--- config.mk ---
export PLATFORM = sky130hd
export DESIGN_NAME = lpc_top
export DESIGN_NICKNAME = d
export VERILOG_FILES = /design/src/include/lpc_pkg.sv /design/src/logic/lpc_apb_slave.sv /design/src/logic/lpc_wakeup_filter.sv /design/src/logic/lpc_top.sv
export SDC_FILE = /design/constraint.sdc
export NUM_CORES = 1
export LEC_CHECK = 0
export ABC_AREA = 1
export CORE_MARGIN = 4
export CORE_UTILIZATION = 40
export CTS_BUF_LIST = sky130_fd_sc_hd__clkbuf_8
export DETAILED_ROUTE_END_ITERATION = 7
export DONT_BUFFER_PORTS = 1
export PLACE_DENSITY = 0.55
export SKIP_LAST_GASP = 1
export SLEW_MARGIN = 20
export SYNTH_ARGS = -nofsm -noshare
export SYNTH_HDL_FRONTEND = slang
export SYNTH_SLANG_ARGS = --single-unit
--- constraint.sdc ---
create_clock -name clk_i -period 1.9 [get_ports clk_i]
set_input_delay 0.475 -clock clk_i [delete_from_list [all_inputs] [get_ports clk_i]]
set_output_delay 0.475 -clock clk_i [all_outputs]
set_load 0.01 [all_outputs]
--- src/include/lpc_pkg.sv ---
/*
  package of the lin phy control and wake-up block: register offsets, field positions,
  reset values, slew-rate codes and timing counts.
  assumes a 10 mhz clock and an apb register bus with 32-bit data.
*/
package lpc_pkg;

  localparam logic [7:0] LPC_OFF_CONFIG  = 8'h00;
  localparam logic [7:0] LPC_OFF_TEST    = 8'h04;
  localparam logic [7:0] LPC_OFF_CONTROL = 8'h08;
  localparam logic [7:0] LPC_OFF_STATUS  = 8'h0C;

  localparam int LPC_CFG_TODIS_BIT = 7;
  localparam int LPC_CFG_SLR_LSB   = 0;
  localparam int LPC_CTL_PE_BIT    = 0;
  localparam int LPC_CTL_WUE_BIT   = 1;
  localparam int LPC_CTL_PUE_BIT   = 2;
  localparam int LPC_CTL_RXO_BIT   = 3;

  localparam logic [7:0] LPC_CONFIG_RST  = 8'h00;
  localparam logic [7:0] LPC_TEST_RST    = 8'h00;
  localparam logic [3:0] LPC_CONTROL_RST = 4'h0;

  typedef enum logic [1:0] {
    LPC_SLR_NORMAL = 2'b00,
    LPC_SLR_SLOW   = 2'b01,
    LPC_SLR_FAST   = 2'b10,
    LPC_SLR_RSVD   = 2'b11
  } lpc_slew_t;

  typedef enum logic [1:0] {
    LPC_WU_IDLE = 2'b00,
    LPC_WU_DOM  = 2'b01,
    LPC_WU_ARM  = 2'b10
  } lpc_wu_state_t;

  localparam int LPC_CLK_HZ         = 10_000_000;
  localparam int LPC_WUFR_TIME_NS   = 100_000;
  localparam int LPC_WUFR_CYCLES    = (LPC_WUFR_TIME_NS * (LPC_CLK_HZ / 1_000_000) + 999) / 1000;
  localparam int LPC_CNT_W          = 12;

endpackage

--- src/logic/lpc_apb_slave.sv ---
/*
  apb slave front end: turns a transfer into write and read strobes that stay high for the whole access phase.
  assumes a single clock; pready comes from the top, registered, in the second access cycle.
*/
`timescale 1ns/1ps
module lpc_apb_slave (
  input  wire logic        clk_i,
  input  wire logic        rst_n_i,
  input  wire logic        en_i,
  input  wire logic        psel_i,
  input  wire logic        penable_i,
  input  wire logic        pwrite_i,
  output logic             wr_stb_o,
  output logic             rd_stb_o
);
  import lpc_pkg::*;

  logic access;

  always_comb begin
    access   = psel_i & penable_i & en_i;
    wr_stb_o = access & pwrite_i;
    rd_stb_o = access & ~pwrite_i;
  end
endmodule

--- src/logic/lpc_wakeup_filter.sv ---
/*
  wake-up filter: times a dominant bus level and fires one pulse on the rising edge
  that ends a dominant period longer than the filter time.
  assumes bus_dominant_i is synchronous to clk_i.
*/
`timescale 1ns/1ps
module lpc_wakeup_filter (
  input  wire logic        clk_i,
  input  wire logic        rst_n_i,
  input  wire logic        en_i,
  input  wire logic        armed_i,
  input  wire logic        bus_dominant_i,
  output logic             pulse_o
);
  import lpc_pkg::*;

  lpc_wu_state_t         state;
  lpc_wu_state_t         next_state;
  logic [LPC_CNT_W-1:0]  cnt;
  logic [LPC_CNT_W-1:0]  next_cnt;
  logic                  next_pulse;

  always_comb begin
    next_state = state;
    next_cnt   = cnt;
    next_pulse = 1'b0;
    if (!armed_i) begin
      next_state = LPC_WU_IDLE;
      next_cnt   = '0;
    end else begin
      case (state)
        LPC_WU_IDLE: begin
          next_cnt = '0;
          if (bus_dominant_i) begin
            next_state = LPC_WU_DOM;
            next_cnt   = LPC_CNT_W'(1);
          end
        end
        LPC_WU_DOM: begin
          if (!bus_dominant_i) begin
            next_state = LPC_WU_IDLE;
          end else if (cnt >= LPC_CNT_W'(LPC_WUFR_CYCLES)) begin
            // dominant strictly longer than the filter time
            next_state = LPC_WU_ARM;
          end else begin
            next_cnt = cnt + LPC_CNT_W'(1);
          end
        end
        LPC_WU_ARM: begin
          if (!bus_dominant_i) begin
            next_pulse = 1'b1;
            next_state = LPC_WU_IDLE;
          end
        end
        default: begin
          next_state = LPC_WU_IDLE;
        end
      endcase
    end
  end

  always_ff @(posedge clk_i or negedge rst_n_i) begin
    if (!rst_n_i) begin
      state   <= LPC_WU_IDLE;
      cnt     <= '0;
      pulse_o <= 1'b0;
    end else if (en_i) begin
      state   <= next_state;
      cnt     <= next_cnt;
      pulse_o <= next_pulse;
    end
  end
endmodule

--- src/logic/lpc_top.sv ---
/*
  lin phy digital control: apb registers, slew-rate and timeout settings locked outside
  shutdown, factory test register, stop-mode wake-up and receive path routing.
  assumes apb master on clk_i, the analog phy and the serial interface on the other ports.
*/
`timescale 1ns/1ps
module lpc_top (
  input  wire logic        clk_i,
  input  wire logic        rst_n_i,
  input  wire logic        en_i,
  input  wire logic        psel_i,
  input  wire logic        penable_i,
  input  wire logic        pwrite_i,
  input  wire logic [7:0]  paddr_i,
  input  wire logic [31:0] pwdata_i,
  output logic [31:0]      prdata_o,
  output logic             pready_o,
  output logic             pslverr_o,
  input  wire logic        special_mode_i,
  input  wire logic        stop_mode_i,
  input  wire logic        bus_dominant_i,
  output logic             timeout_enable_o,
  output logic [1:0]       slew_mode_o,
  output logic             slew_reserved_o,
  output logic             standby_active_o,
  output logic             pullup_330k_o,
  output logic             receive_only_o,
  output logic             phy_receive_out_o,
  output logic             wakeup_pulse_o,
  output logic [7:0]       test_bits_o
);
  import lpc_pkg::*;

  logic       wr_stb;
  logic       rd_stb;
  logic       wu_pulse;
  logic [7:0] config_reg;
  logic [7:0] test_reg;
  logic [3:0] control_reg;
  logic       stop_q;
  logic       wake_seen;
  logic [7:0] next_config;
  logic [7:0] next_test;
  logic [3:0] next_control;
  logic       next_wake_seen;
  logic [31:0] next_prdata;
  logic       next_pready;
  logic       next_pslverr;
  logic       next_timeout_en;
  logic [1:0] next_slew;
  logic       next_slew_rsvd;
  logic       next_standby;
  logic       next_pullup;
  logic       next_receive_only_select;
  logic       next_rx_out;
  logic       phy_en;
  logic       wu_en;
  logic       mapped;

  function automatic logic is_mapped(input logic [7:0] a);
    is_mapped = (a == LPC_OFF_CONFIG) || (a == LPC_OFF_TEST) ||
                (a == LPC_OFF_CONTROL) || (a == LPC_OFF_STATUS);
  endfunction

  lpc_apb_slave u_apb (
    .clk_i     (clk_i),
    .rst_n_i   (rst_n_i),
    .en_i      (en_i),
    .psel_i    (psel_i),
    .penable_i (penable_i),
    .pwrite_i  (pwrite_i),
    .wr_stb_o  (wr_stb),
    .rd_stb_o  (rd_stb)
  );

  lpc_wakeup_filter u_wake (
    .clk_i          (clk_i),
    .rst_n_i        (rst_n_i),
    .en_i           (en_i),
    .armed_i        (stop_mode_i & wu_en),
    .bus_dominant_i (bus_dominant_i),
    .pulse_o        (wu_pulse)
  );

  // register file
  always_comb begin
    phy_en       = control_reg[LPC_CTL_PE_BIT];
    wu_en        = control_reg[LPC_CTL_WUE_BIT];
    mapped       = is_mapped(paddr_i);
    next_config  = config_reg;
    next_test    = test_reg;
    next_control = control_reg;
    if (wr_stb && !pready_o) begin
      case (paddr_i)
        LPC_OFF_CONFIG: begin
          // locked fields keep their value while the phy runs
          if (!phy_en) begin
            next_config[LPC_CFG_TODIS_BIT] = pwdata_i[LPC_CFG_TODIS_BIT];
            next_config[LPC_CFG_SLR_LSB+:2] = pwdata_i[LPC_CFG_SLR_LSB+:2];
          end
        end
        LPC_OFF_TEST: begin
          if (special_mode_i) begin
            next_test = pwdata_i[7:0];
          end
        end
        LPC_OFF_CONTROL: begin
          next_control = pwdata_i[3:0];
        end
        default: begin
          next_control = control_reg;
        end
      endcase
    end
  end

  // apb answer: one access cycle, then pready drops so each transfer completes once
  always_comb begin
    next_pready  = 1'b0;
    next_pslverr = 1'b0;
    next_prdata  = prdata_o;
    if ((wr_stb || rd_stb) && !pready_o) begin
      next_pready  = 1'b1;
      next_pslverr = ~mapped;
      next_prdata  = 32'h0000_0000;
      if (rd_stb) begin
        case (paddr_i)
          LPC_OFF_CONFIG:  next_prdata = {24'h00_0000, config_reg};
          LPC_OFF_TEST:    next_prdata = {24'h00_0000, test_reg};
          LPC_OFF_CONTROL: next_prdata = {28'h000_0000, control_reg};
          LPC_OFF_STATUS:  next_prdata = {30'h0000_0000, wake_seen, stop_q};
          default:         next_prdata = 32'h0000_0000;
        endcase
      end
    end
  end

  // phy control outputs and wake status
  always_comb begin
    next_timeout_en = ~config_reg[LPC_CFG_TODIS_BIT];
    next_slew       = config_reg[LPC_CFG_SLR_LSB+:2];
    next_slew_rsvd  = (config_reg[LPC_CFG_SLR_LSB+:2] == LPC_SLR_RSVD);
    // without wake-up, standby is electrically shutdown
    next_standby    = stop_mode_i & wu_en;
    next_pullup     = ~wu_en | ~control_reg[LPC_CTL_PUE_BIT];
    next_receive_only_select     = control_reg[LPC_CTL_RXO_BIT];
    // receive path is handed back on stop exit, dominant bus included
    next_rx_out     = stop_mode_i ? 1'b0 : (phy_en & bus_dominant_i);
    next_wake_seen  = wake_seen;
    if (rd_stb && !pready_o && paddr_i == LPC_OFF_STATUS) begin
      next_wake_seen = 1'b0;
    end
    if (wu_pulse) begin
      next_wake_seen = 1'b1;
    end
  end

  always_ff @(posedge clk_i or negedge rst_n_i) begin
    if (!rst_n_i) begin
      config_reg        <= LPC_CONFIG_RST;
      test_reg          <= LPC_TEST_RST;
      control_reg       <= LPC_CONTROL_RST;
      stop_q            <= 1'b0;
      wake_seen         <= 1'b0;
      prdata_o          <= 32'h0000_0000;
      pready_o          <= 1'b0;
      pslverr_o         <= 1'b0;
      timeout_enable_o  <= 1'b1;
      slew_mode_o       <= 2'b00;
      slew_reserved_o   <= 1'b0;
      standby_active_o  <= 1'b0;
      pullup_330k_o     <= 1'b1;
      receive_only_o    <= 1'b0;
      phy_receive_out_o <= 1'b0;
      wakeup_pulse_o    <= 1'b0;
      test_bits_o       <= 8'h00;
    end else if (en_i) begin
      config_reg        <= next_config;
      test_reg          <= next_test;
      control_reg       <= next_control;
      stop_q            <= stop_mode_i;
      wake_seen         <= next_wake_seen;
      prdata_o          <= next_prdata;
      pready_o          <= next_pready;
      pslverr_o         <= next_pslverr;
      timeout_enable_o  <= next_timeout_en;
      slew_mode_o       <= next_slew;
      slew_reserved_o   <= next_slew_rsvd;
      standby_active_o  <= next_standby;
      pullup_330k_o     <= next_pullup;
      receive_only_o    <= next_receive_only_select;
      phy_receive_out_o <= next_rx_out;
      wakeup_pulse_o    <= wu_pulse;
      test_bits_o       <= test_reg;
    end
  end
endmodule

# --- Word level (Yosys, flattened, before mapping) ---
# Index checks and enable logic that the tools add are counted.
word_totals:
  elab_cells: 87
  in_bits: 49
  out_inout_bits: 51
  regBits: 83
op_classes:
  muxes: 21
  n_addsub: 1
  reduce_logical: 19
  n_eq_ne: 12
  bitwise_logic: 13
  order_cmp: 1
ops:
  columns: ["cell", "n"]
  rows:
  - ["$mux 12", 3]
  - ["$pmux 8 s4", 1]
  - ["$pmux 12 s2", 1]
  - ["$eq 8x4->1 const B", 2]
  - ["$reduce_and 4->1", 4]
  - ["$ne 3x3->1 const B", 5]
  - ["$add 12x1->12 const B", 1]
  - ["$ge 12x10->1 const B", 1]
  - ["$mux 2", 5]
  - ["$mux 1", 9]
  - ["$eq 8x3->1 const B", 1]
  - ["$logic_not 8->1", 1]
  - ["$mux 8", 1]
  - ["$and 1x1->1", 6]
  - ["$not 1->1", 6]
  - ["$pmux 2 s3", 1]
  - ["$eq 2x2->1 const B", 2]
  - ["$logic_and 1x1->1", 4]
  - ["$logic_or 1x1->1", 4]
  - ["$ne 4x4->1 const B", 1]
  - ["$reduce_and 2->1", 2]
  - ["$reduce_and 3->1", 1]
  - ["$eq 2x1->1 const B", 1]
  - ["$logic_not 2->1", 1]
  - ["other kinds (3)", 3]

# --- Logic depth before layout (Yosys ltp) ---
# Gate-level depths: netlist of the first run.
logic_depth:
  ltp_word: 7
  mapped_depth: 10
  ltp_nobuf: 9

# --- By module ---
# A second synthesis of the first run with hierarchy kept.
hier_totals:
  hier_cells: 415
  area_unflattened_um2: 3209.3
modules_own_cells:
  columns: ["module", "seq_area_each_um2", "n_inst", "area_each_um2", "cells_each"]
  rows:
  - ["lpc_top", 1103.6, 1, 2183.3, 264]
  - ["lpc_wakeup_filter", 375.4, 1, 1009.7, 147]
  - ["lpc_apb_slave", 0.0, 1, 16.3, 4]

# --- Worst setup path before layout of the first run ---
# OpenSTA, ideal clock, no wires.
synth_timing:
  path_type: "in2reg"
  start: "input paddr_i[5]"
  end: "register test_reg[1]"
  t_arrival_ns: 1.293
  setup_slack_ns: 0.489
  path_stages: 9
  path_buffers: 1
  t_required_ns: 1.782
  setup_ns: 0.118
  path_cell_list: "nor2_1 > nand2_2 > clkinv_2 > nand2_1 > inv_2 > nand2_2 > buf_6 > nand2_2 > o21ai_2"
synth_via:
  elab_chain_len: 2
synth_lines:
  columns: ["element", "line_no", "rtl"]
  rows:
  - ["from (decl)", "lpc_top.sv:14", "input wire logic [7:0] paddr_i,"]
  - ["$eq 8x3->1", "lpc_top.sv:94", "case (paddr_i)"]
  - ["$reduce_and 4->1 (no source line)", null, null]
  - ["to (signal assigned)", "lpc_top.sv:179", "test_reg <= next_test;"]
  - ["to (decl)", "lpc_top.sv:38", "logic [7:0] test_reg;"]
# Every way passes these cells.
# A chain may end at the register's enable or synchronous reset.

# --- Worst setup path after layout of the first run ---
layout_timing:
  start: "register u_wake.cnt[0]"
  end: "register u_wake.cnt[6]"
layout_via:
  elab_chain_len: 5
  word_cells_on_any_way: 8
  cone_classes: "1 x add/sub; 1 x order compare; 1 x eq/ne; 4 x mux; 1 x reduce/logical"
layout_lines:
  columns: ["element", "line_no", "rtl"]
  rows:
  - ["from (decl)", "lpc_wakeup_filter.sv:19", "logic [LPC_CNT_W-1:0] cnt;"]
  - ["from (signal assigned)", "lpc_wakeup_filter.sv:69", "cnt <= next_cnt;"]
  - ["$add 12x1->12", "lpc_wakeup_filter.sv:46", "next_cnt = cnt + LPC_CNT_W'(1);"]
  - ["$mux 12", "lpc_wakeup_filter.sv:42", "end else if (cnt >= LPC_CNT_W'(LPC_WUFR_CYCLES)) begin"]
  - ["$mux 12", "lpc_wakeup_filter.sv:40", "if (!bus_dominant_i) begin"]
  - ["$pmux 12 s2", "lpc_wakeup_filter.sv:31", "case (state)"]
  - ["$mux 12", "lpc_wakeup_filter.sv:27", "if (!armed_i) begin"]
# Several ways; a longest one is shown, not always the timed one. The select of a mux whose other input is x is not followed.

==> results of run 1 <==
-- report_power, final --
group	internal, µW	total [µW]	switching [µW]
Sequential	1270	1290	15.5
Clock	661	1150	487
Combinational	27.5	124	96.7
-- final timing paths --
check | end | depth (start not counted) | start | slack (ps)
hold / removal | pullup_330k_o | 1 | en_i | 210
max in group asynchronous | timeout_enable_o | 2 | rst_n_i | 930
min in group asynchronous | u_wake.state[1] | 2 | rst_n_i | 670
setup / recovery | u_wake.cnt[6] | 9 | u_wake.cnt[0] | 350
hold reg to reg | pullup_330k_o | 1 | control_reg[2] | 430
setup reg to reg | u_wake.cnt[6] | 9 | u_wake.cnt[0] | 350
-- per-layer routing --
layer  GRT usage [%]  share of wire, %
met5               0                 0
met4           6.398               1.8
met3           5.288               5.8
met2           26.36                47
met1           20.24                45
-- metrics by stage --
step	utilization (%)	cell area, µm²
floorplan	-	3143
global placement	41.90	3072
detailed placement	41.90	3072
CTS	45.11	3307
global route	45.11	3307
finish	45.11	3307
-- cells by family (layout without fill, tap and decap cells) --
family	count (synthesis)	after routing
flip-flops	59	59
AND/OR/NAND/NOR	227	227
AO/OA/AOI/OAI	35	35
other	1	24
XOR/XNOR	3	3
buffers and inverters	60	50
adder cells (fa/ha/maj)	2	2
-- placed cells by master, fill, tap and decap left out, drive strengths merged, types with 2 or more instances in the layout --
cell	n
inv	30
conb	24
buf	4
dfrtp	57
clkbuf	11
nand2	157
nand4	6
xor2	2
ha	2
nor3	2
nand3	21
clkinv	3
a22o	3
nor2	41
a21oi	5
dfstp	2
o21ai	22
-- cell type report --
cell class / instances / area [µm²] / share of cell area, %
tap: 99 / 123.9 / 3.746
timing repair buffer: 5 / 60.06 / 1.816
clock inverter: 5 / 46.29 / 1.400
sequential: 59 / 1479 / 44.72
inverter: 29 / 110.1 / 3.330
multi-input combinational: 291 / 1336 / 40.41
clock buffer: 11 / 151.4 / 4.578
-- worst register-to-register path: cells and delay by family (launching register included) --
family | cells | cell delay, ps
simple gates | 7 | 720
fa+ha+maj | 1 | 230
flops | 1 | 490
buf+inv | 1 | 50
-- synth_stat cells, types with 2 or more instances --
| cell type | number | share of area, % |
|---|---|---|
| nor2_4 | 3 | 1.1 |
| a21oi_1 | 4 | 0.65 |
| nand4_1 | 6 | 1.2 |
| buf_2 | 3 | 0.49 |
| inv_1 | 25 | 3.1 |
| o21ai_2 | 4 | 1.1 |
| nand3_2 | 2 | 0.65 |
| o21ai_0 | 16 | 2.6 |
| o21ai_1 | 2 | 0.33 |
| a22o_1 | 3 | 0.86 |
| nand2_2 | 6 | 1.2 |
| clkbuf_1 | 2 | 0.25 |
| nand3_1 | 19 | 3.1 |
| ha_1 | 2 | 0.82 |
| buf_4 | 24 | 5.9 |
| nand2_1 | 150 | 18 |
| xor2_1 | 2 | 0.57 |
| dfstp_2 | 2 | 1.7 |
| nor2_2 | 3 | 0.61 |
| inv_2 | 2 | 0.25 |
| dfrtp_1 | 57 | 47 |
| nor2_1 | 35 | 4.3 |
==> results summary, run 1 <==
The flip-flop count of the largest register, all copies and words added came out at 12. Yosys mapped a number of flops with a built-in enable equal to 0. The count of max-cap constraint violations is 0.

For this design the static power due to leakage is 0.001729 µW. The period utilization is 81.66%. STA classifies the critical path startpoint as a flop. By area, the combinational part of the netlist is dominated by simple AND/OR/NAND/NOR gates. The proportion of layout cells with a drive suffix above 1 is 10.75%.

The core area is 7331 µm². The ratio of routed vias to standard cells is 4.737. The final route contains 2,364 vias.

The global router's overall resource usage came out at 16.31%. The worst path setup slack after routing is 348.5 ps. The clock latency on the worst-skew pair came out at 330 ps. Counting flops and latches in the post-synthesis netlist gives 59. After Yosys synthesis, full adders, half adders and majority gates account for 0.8187% of the synthesized area. The final-layout fill cell count is 733. In this run, post-CTS repair resized a total of 0 instances. The root buffer cell is clkbuf_8. At the end of routability-driven placement, the weighted congestion stood at 0.8583. The pre-antenna-repair detailed-routing pass consisted of 4 iterations.

The minimum clock period after layout is 1552 ps. The number of warnings reported in the yosys synthesis log came out at 0. The number of antenna diodes in the final layout is 0.

The setup TNS is 0 ps. In the synthesized netlist the dominant register cell turns out to be dfrtp_1. After detailed routing, the number of remaining DRC violations is 0. The count of H-tree levels built during CTS is 3. The run finished with clean final reports. The total detailed-routing wirelength came out at 6.742 mm. The number of antenna violations at the first check in global routing is 0. The clock arrives with 7.360 ps of skew. The critical path's largest stage delay came out at 490 ps.

The worst vdd rail ir drop came out at 0.4410 mV. The quantity of I/O buffers inserted on ports came out at 0. The worst setup path is of the flop to flop kind. The count of mapped cells out of synthesis is 387. The remaining global-route overflow is 0.

The type of the worst min-delay path is input pin to flop. The area growth from synthesis to layout came out at 8.187%. The number of cells in the design after placement is 481. The number of buffers inserted by post-CTS setup repair is 0. The hold slack came out at 213.0 ps.

The number of clock buffers inserted by TritonCTS came out at 9. The first global-routing pass estimated 11.46 mm of wire. After synthesis, the netlist uses 37 different library cells. The width of the die is 95.42 µm. The number of top-level pins is 100. The number of max-slew violations in the final report came out at 0.

The simple logic cell fraction of the synthesized area is 31.72%. The placement row count came out at 31. The via count of the first global-routing pass is 2,334.

More flip-flops sit in one register than any other, and that register is u_wake.cnt. The number of hold buffers added after cts is 2. The fraction of synthesized area in multiplexers is 0%. Measured along the y axis, the die boundary spans 95.42 µm.

The clock passes through at most 2 buffers. The synthesized-area fraction occupied by xor and xnor cells came out at 0.8596%. The remaining antenna violation count is 0. The total power of the final layout is 2559 µW. The cell type of the slowest stage on the worst timing path is dfrtp_1.

Setup repair after global routing left no endpoint under its margin. The critical path buffer and inverter count is 1. The data arrival time of the worst path came out at 1820 ps. A synthesized cell averages 7.898 µm². The power per standard cell area came out at 773.8 nW/µm². The async set-or-reset flop fraction in the synthesized netlist came out at 100.0%. Traced cell by cell, the critical path runs through ha_1 -> inv_1 -> nor2_1 -> nand3_1 -> nand2_1 -> nand2_1 -> nor2_1 -> nand2_1 -> nand2_1. Once the floorplan was initialized, standard cells occupied 41.70% of the core.

Clock tree synthesis found a total of 59 sinks. Setup violations remaining at the end of the flow were counted as 0. The cell area that synthesis handed to floorplanning was 3057 µm².

In the final design database the tool counted 446 nets. The die area is 9104 µm². The critical path required time is 2170 ps.

The final hold violation count came out at 0. After clock tree synthesis, the clock-pin slew on the worst setup and hold paths is 60 ps. The TritonCTS clock tree is yes. The estimated wirelength of the detail-placed design came out at 4.832 mm. The pin count of the biggest net entering global routing came out at 60. The first-iteration detailed-routing DRC count is 115. The fmax came out at 0.6445 GHz. STA classifies the critical path endpoint as a flop. Along the worst path, the maximum fanout reaches 8. The finished layout holds 499 standard cells, fillers aside. Among cell families on the critical path, the largest total delay comes from simple AND/OR/NAND/NOR gates. The final routed wire length divided by cell count is 13.51 µm. The cell that appears most often on the critical path is nand2_1. The post-place setup slack came out at 291.5 ps.

The part of the Yosys area used for sequential elements is 48.38%. The synthesized-area fraction occupied by ao, oa, aoi and oai cells is 7.368%.
Note: power is estimated with default switching activity, not from simulation.
==> run 2, diff against run 1 <==
- ABC_AREA: 1 -> 0
- clock period: 1.9 -> 1.55 ns (I/O delays scaled with it)
==> run 2 against run 1 <==
- the flow now finishes with violations (negative hold slack, negative setup slack)
- first-iteration DRC count fell by 14%
- flip-flop and latch count did not move
- clock power rose by 24%
- register-to-register slack got worse by 640 ps
- via count fell by 15%
- cell area rose by 3.7%
- clock skew rose by 2.4 ps
- sequential power rose by 22%
- sequential share of layout area fell by 1.6 points
- die area fell by 5.0%
- synthesized area fell by 5.4%
==> results summary, run 2 <==
The number of top-level pins came out at 100 (unchanged). The fmax came out at 0.5433 GHz (-16%). The internal power of the cells came out at 2356 µW (+20%).

The CTS clock-pin slew for the worst setup and hold paths came out at 80 ps (+20 ps). The clock sink count came out at 59 (unchanged). The first-pass detailed-route iteration total came out at 4 (unchanged). The library cells used most frequently in the layout, excluding fill and tap cells, are dfrtp_1, buf_4, conb_1, mux2_2, nand2_1.

The checks that failed: negative hold slack, negative setup slack. The critical path's largest stage delay came out at 600 ps (+110 ps). Setup repair after global routing could not meet its margin everywhere. The minimum clock period after layout is 1841 ps (+289.1 ps). The standby leakage power is 0.001647 µW (-4.7%). The remaining global-route overflow was 0 (unchanged).

The met3 routed wirelength is 527 µm (+34%). In this run the worst hold path is classified as input pin to asynchronous set/reset pin. The mean area per synthesized cell is 11.66 µm² (+48%). The proportion of power drawn by the clock network is 45.9% (+1.0 points). The number of cells in the design after placement is 360 (-25%). The routed length on met1 is 2.936 mm (-2.9%).

The switching portion of total power came out at 24.56% (+1.2 points). The combinational power share came out at 3.9% (-1.0 points). The highest routed metal layer is met4. The initial core utilization is 41.87% (+0.17 points). The area share of the largest cell type after synthesis is 49.33% (+2.7 points). The number of antenna violations at the first check in global routing came to 0 (unchanged). The number of setup violations in the final report is 30 (+30). By count the netlist is led by dfrtp_1, buf_4, mux2_2, nand2_1, o21ai_0. The root buffer cell chosen for the clock tree is clkbuf_8. The count of H-tree levels built during CTS is 3 (unchanged). The estimated wirelength of the detail-placed design came out at 4.527 mm (-6.3%). The worst vdd rail ir drop is 0.5450 mV (+24%). The design area is 3428 µm² (+3.7%). The part of the Yosys area used for sequential elements is 51.15% (+2.8 points).

The kind of end point of the critical path is a flop. The standard cell area after detailed placement is 3097 µm² (+0.81%). The final routed DRC violation total is 0 (unchanged).

The remaining antenna violation count came out at 0 (unchanged). The number of different library cells in the post-synthesis netlist came out at 48 (+30%). The via count of the first global-routing pass came out at 2,043 (-12%). The wire length of the first global-routing pass is 10.45 mm (-8.8%).

The peak fanout along the critical path is 8 (unchanged). Ranked by flip-flop count, first place goes to u_wake.cnt. The setup skew after layout came out at 9.731 ps (+2.372 ps).

The number of clock buffers inserted by TritonCTS is 9 (unchanged). The largest total area in the synthesized netlist belongs to dfrtp_1. The proportion of layout cells with a drive suffix above 1 is 34.51% (+24 points). The flip-flop count of the largest register, all copies and words added is 12 (unchanged). The clock latency on the worst-skew pair was 350 ps (+20 ps). The length of routed met2 wiring came to 2.965 mm (-7.4%). The worst path setup slack after routing is -290.6 ps (-639.1 ps). The switching power total was 766.9 µW (+28%).

The maximum root-to-sink buffer count came out at 2 (unchanged). The area growth from synthesis to layout came out at 18.56%. The vertical die dimension is 93.02 µm (-2.5%).

The run finished, with violations left. TritonCTS built the clock tree. By area the synthesized netlist is led by dfrtp_1, mux2_2, buf_4. The most used flip-flop cell after synthesis is dfrtp_1. The count of max-cap constraint violations came out at 0 (unchanged). The path type of the worst setup path is flop to flop. The power per standard cell area came out at 910.9 nW/µm² (+18%).

The hold slack came out at -274.6 ps (-487.5 ps). The number of non-filler instances in the completed layout is 380 (-24%). The global router's overall resource usage is 15.58% (-0.73 points). The period utilization came to 118.8% (+37 points). The critical path required time came out at 1780 ps (-390 ps). The number of enable flip-flop cells after synthesis is 0 (unchanged). The final hold violation count was 59 (+59). The placement row count is 30 (-3.2%). The post-place setup slack is -415.1 ps (-706.7 ps). The count of mapped cells out of synthesis is 248 (-36%). The cell area after technology mapping came to 2892 µm² (-5.4%). The number of diodes added for antenna fixing is 0 (unchanged). The number of max-slew violations in the final report is 0 (unchanged). The routed via count is 2,001 (-15%). The quantity of I/O buffers inserted on ports came out at 0 (unchanged). The data arrival time of the worst path came out at 2070 ps (+250 ps). Traced cell by cell, the critical path runs through nand4b_1 -> nand3b_4 -> or4_4 -> mux2_4. The final-layout fill cell count came out at 649 (-11%). The ratio of routed vias to standard cells is 5.266 (+11%). The total detailed-routing wirelength is 6.527 mm (-3.2%).

The library cell used most frequently in the layout, excluding fill and tap cells, is dfrtp_1. The core area was 6907 µm² (-5.8%). The setup TNS is -4824 ps (-4824 ps). The slowest stage of the critical path is the or4_4 cell. The number of synthesized register bits came out at 59 (unchanged).

The sort of element at the start of the critical path is a flop. The worst reg-to-reg setup slack was -290 ps (-640 ps). The async set-or-reset flop fraction in the synthesized netlist is 100.0% (unchanged). The first-iteration detailed-routing DRC count came out at 99 (-14%). The routability-driven placement congestion ratio is 0.8042 (-6.3%). The final routed wire length divided by cell count is 17.18 µm (+27%). The width of the die is 93.02 µm (-2.5%).

The total number of nets in the final design is 330 (-26%). The pin count of the biggest net entering global routing came to 60 (unchanged). The die area is 8653 µm² (-5.0%). Yosys instantiated no cell more often than dfrtp_1. The number of warnings reported in the yosys synthesis log came out at 0 (unchanged).

The fraction of power consumed by sequential logic is 50.2% (about the same).
## run 2: timing repair
| action | CTS | global route |
|---|---|---|
| gates cloned | 1 | 0 |
| endpoints found under the hold margin | 59 | 59 |
| setup buffers | 1 | 2 |
| setup endpoints to repair | 28 | 34 |
| pin swaps | 3 | 4 |
| resized for setup | 14 | 8 |
## run 2: cell families after synthesis
logic type | count (synthesis) | synth area share, %
simple gates | 52 | 10.69
other cells | 1 | 0.1297
flops | 59 | 51.15
buf+inv | 48 | 9.693
fa+ha+maj | 2 | 0.8653
compound gates | 56 | 13.98
mux | 30 | 13.50
## run 2: cell type report
cell class                      count  area [µm²]  area share (%)
Clock buffer                        9       123.9           3.613
Sequential cell                    59        1479           43.14
Tap cell                           96       120.1           3.504
Clock inverter                      7       77.57           2.263
Multi-Input combinational cell    164        1331           38.83
Timing Repair Buffer               31       244.0           7.117
Inverter                           14       52.55           1.533
## run 2: worst paths after layout
check                              endpoint  cells past startpoint           from
setup / recovery                test_reg[1]                      4       pready_o
hold / removal                u_wake.cnt[8]                      0        rst_n_i
setup reg to reg                test_reg[1]                      4       pready_o
hold reg to reg            timeout_enable_o                      1  config_reg[7]
max in group asynchronous  timeout_enable_o                      0        rst_n_i
min in group clk_i            pullup_330k_o                      1           en_i
## run 2: stage by stage
stage | power (µW) | hold WS (ps) | util (%)
6_report | 3123 | -274.6 | 49.64
5_1_grt | 3220 | -292.9 | 49.64
4_1_cts | 3148 | -284.3 | 48.88
3_5_place_dp | 1707 | 93.99 | 44.84
3_3_place_gp | 1705 | 94.04 | 44.84
2_1_floorplan | 1737 | 91.91 | -
## run 2: metal layers
layer  GRT usage (%)  vias up
li1                -      928
met1           20.28     1000
met2           23.40       63
met3           5.873       10
met4           6.349        0
met5               0        -
## run 2: power groups by stage
stage	Combinational (µW)	Clock [µW]	Sequential [µW]
floorplan	141	0	1600
global placement	106	0	1600
detailed placement	108	0	1600
CTS	118	1460	1570
global route	134	1510	1570
finish	122	1430	1570
## run 2: critical path, delay by kind of cell, from the launching register on
kind          cells  cell delay (ps)
simple gates      3             1000
flops             1              380
mux               1              340
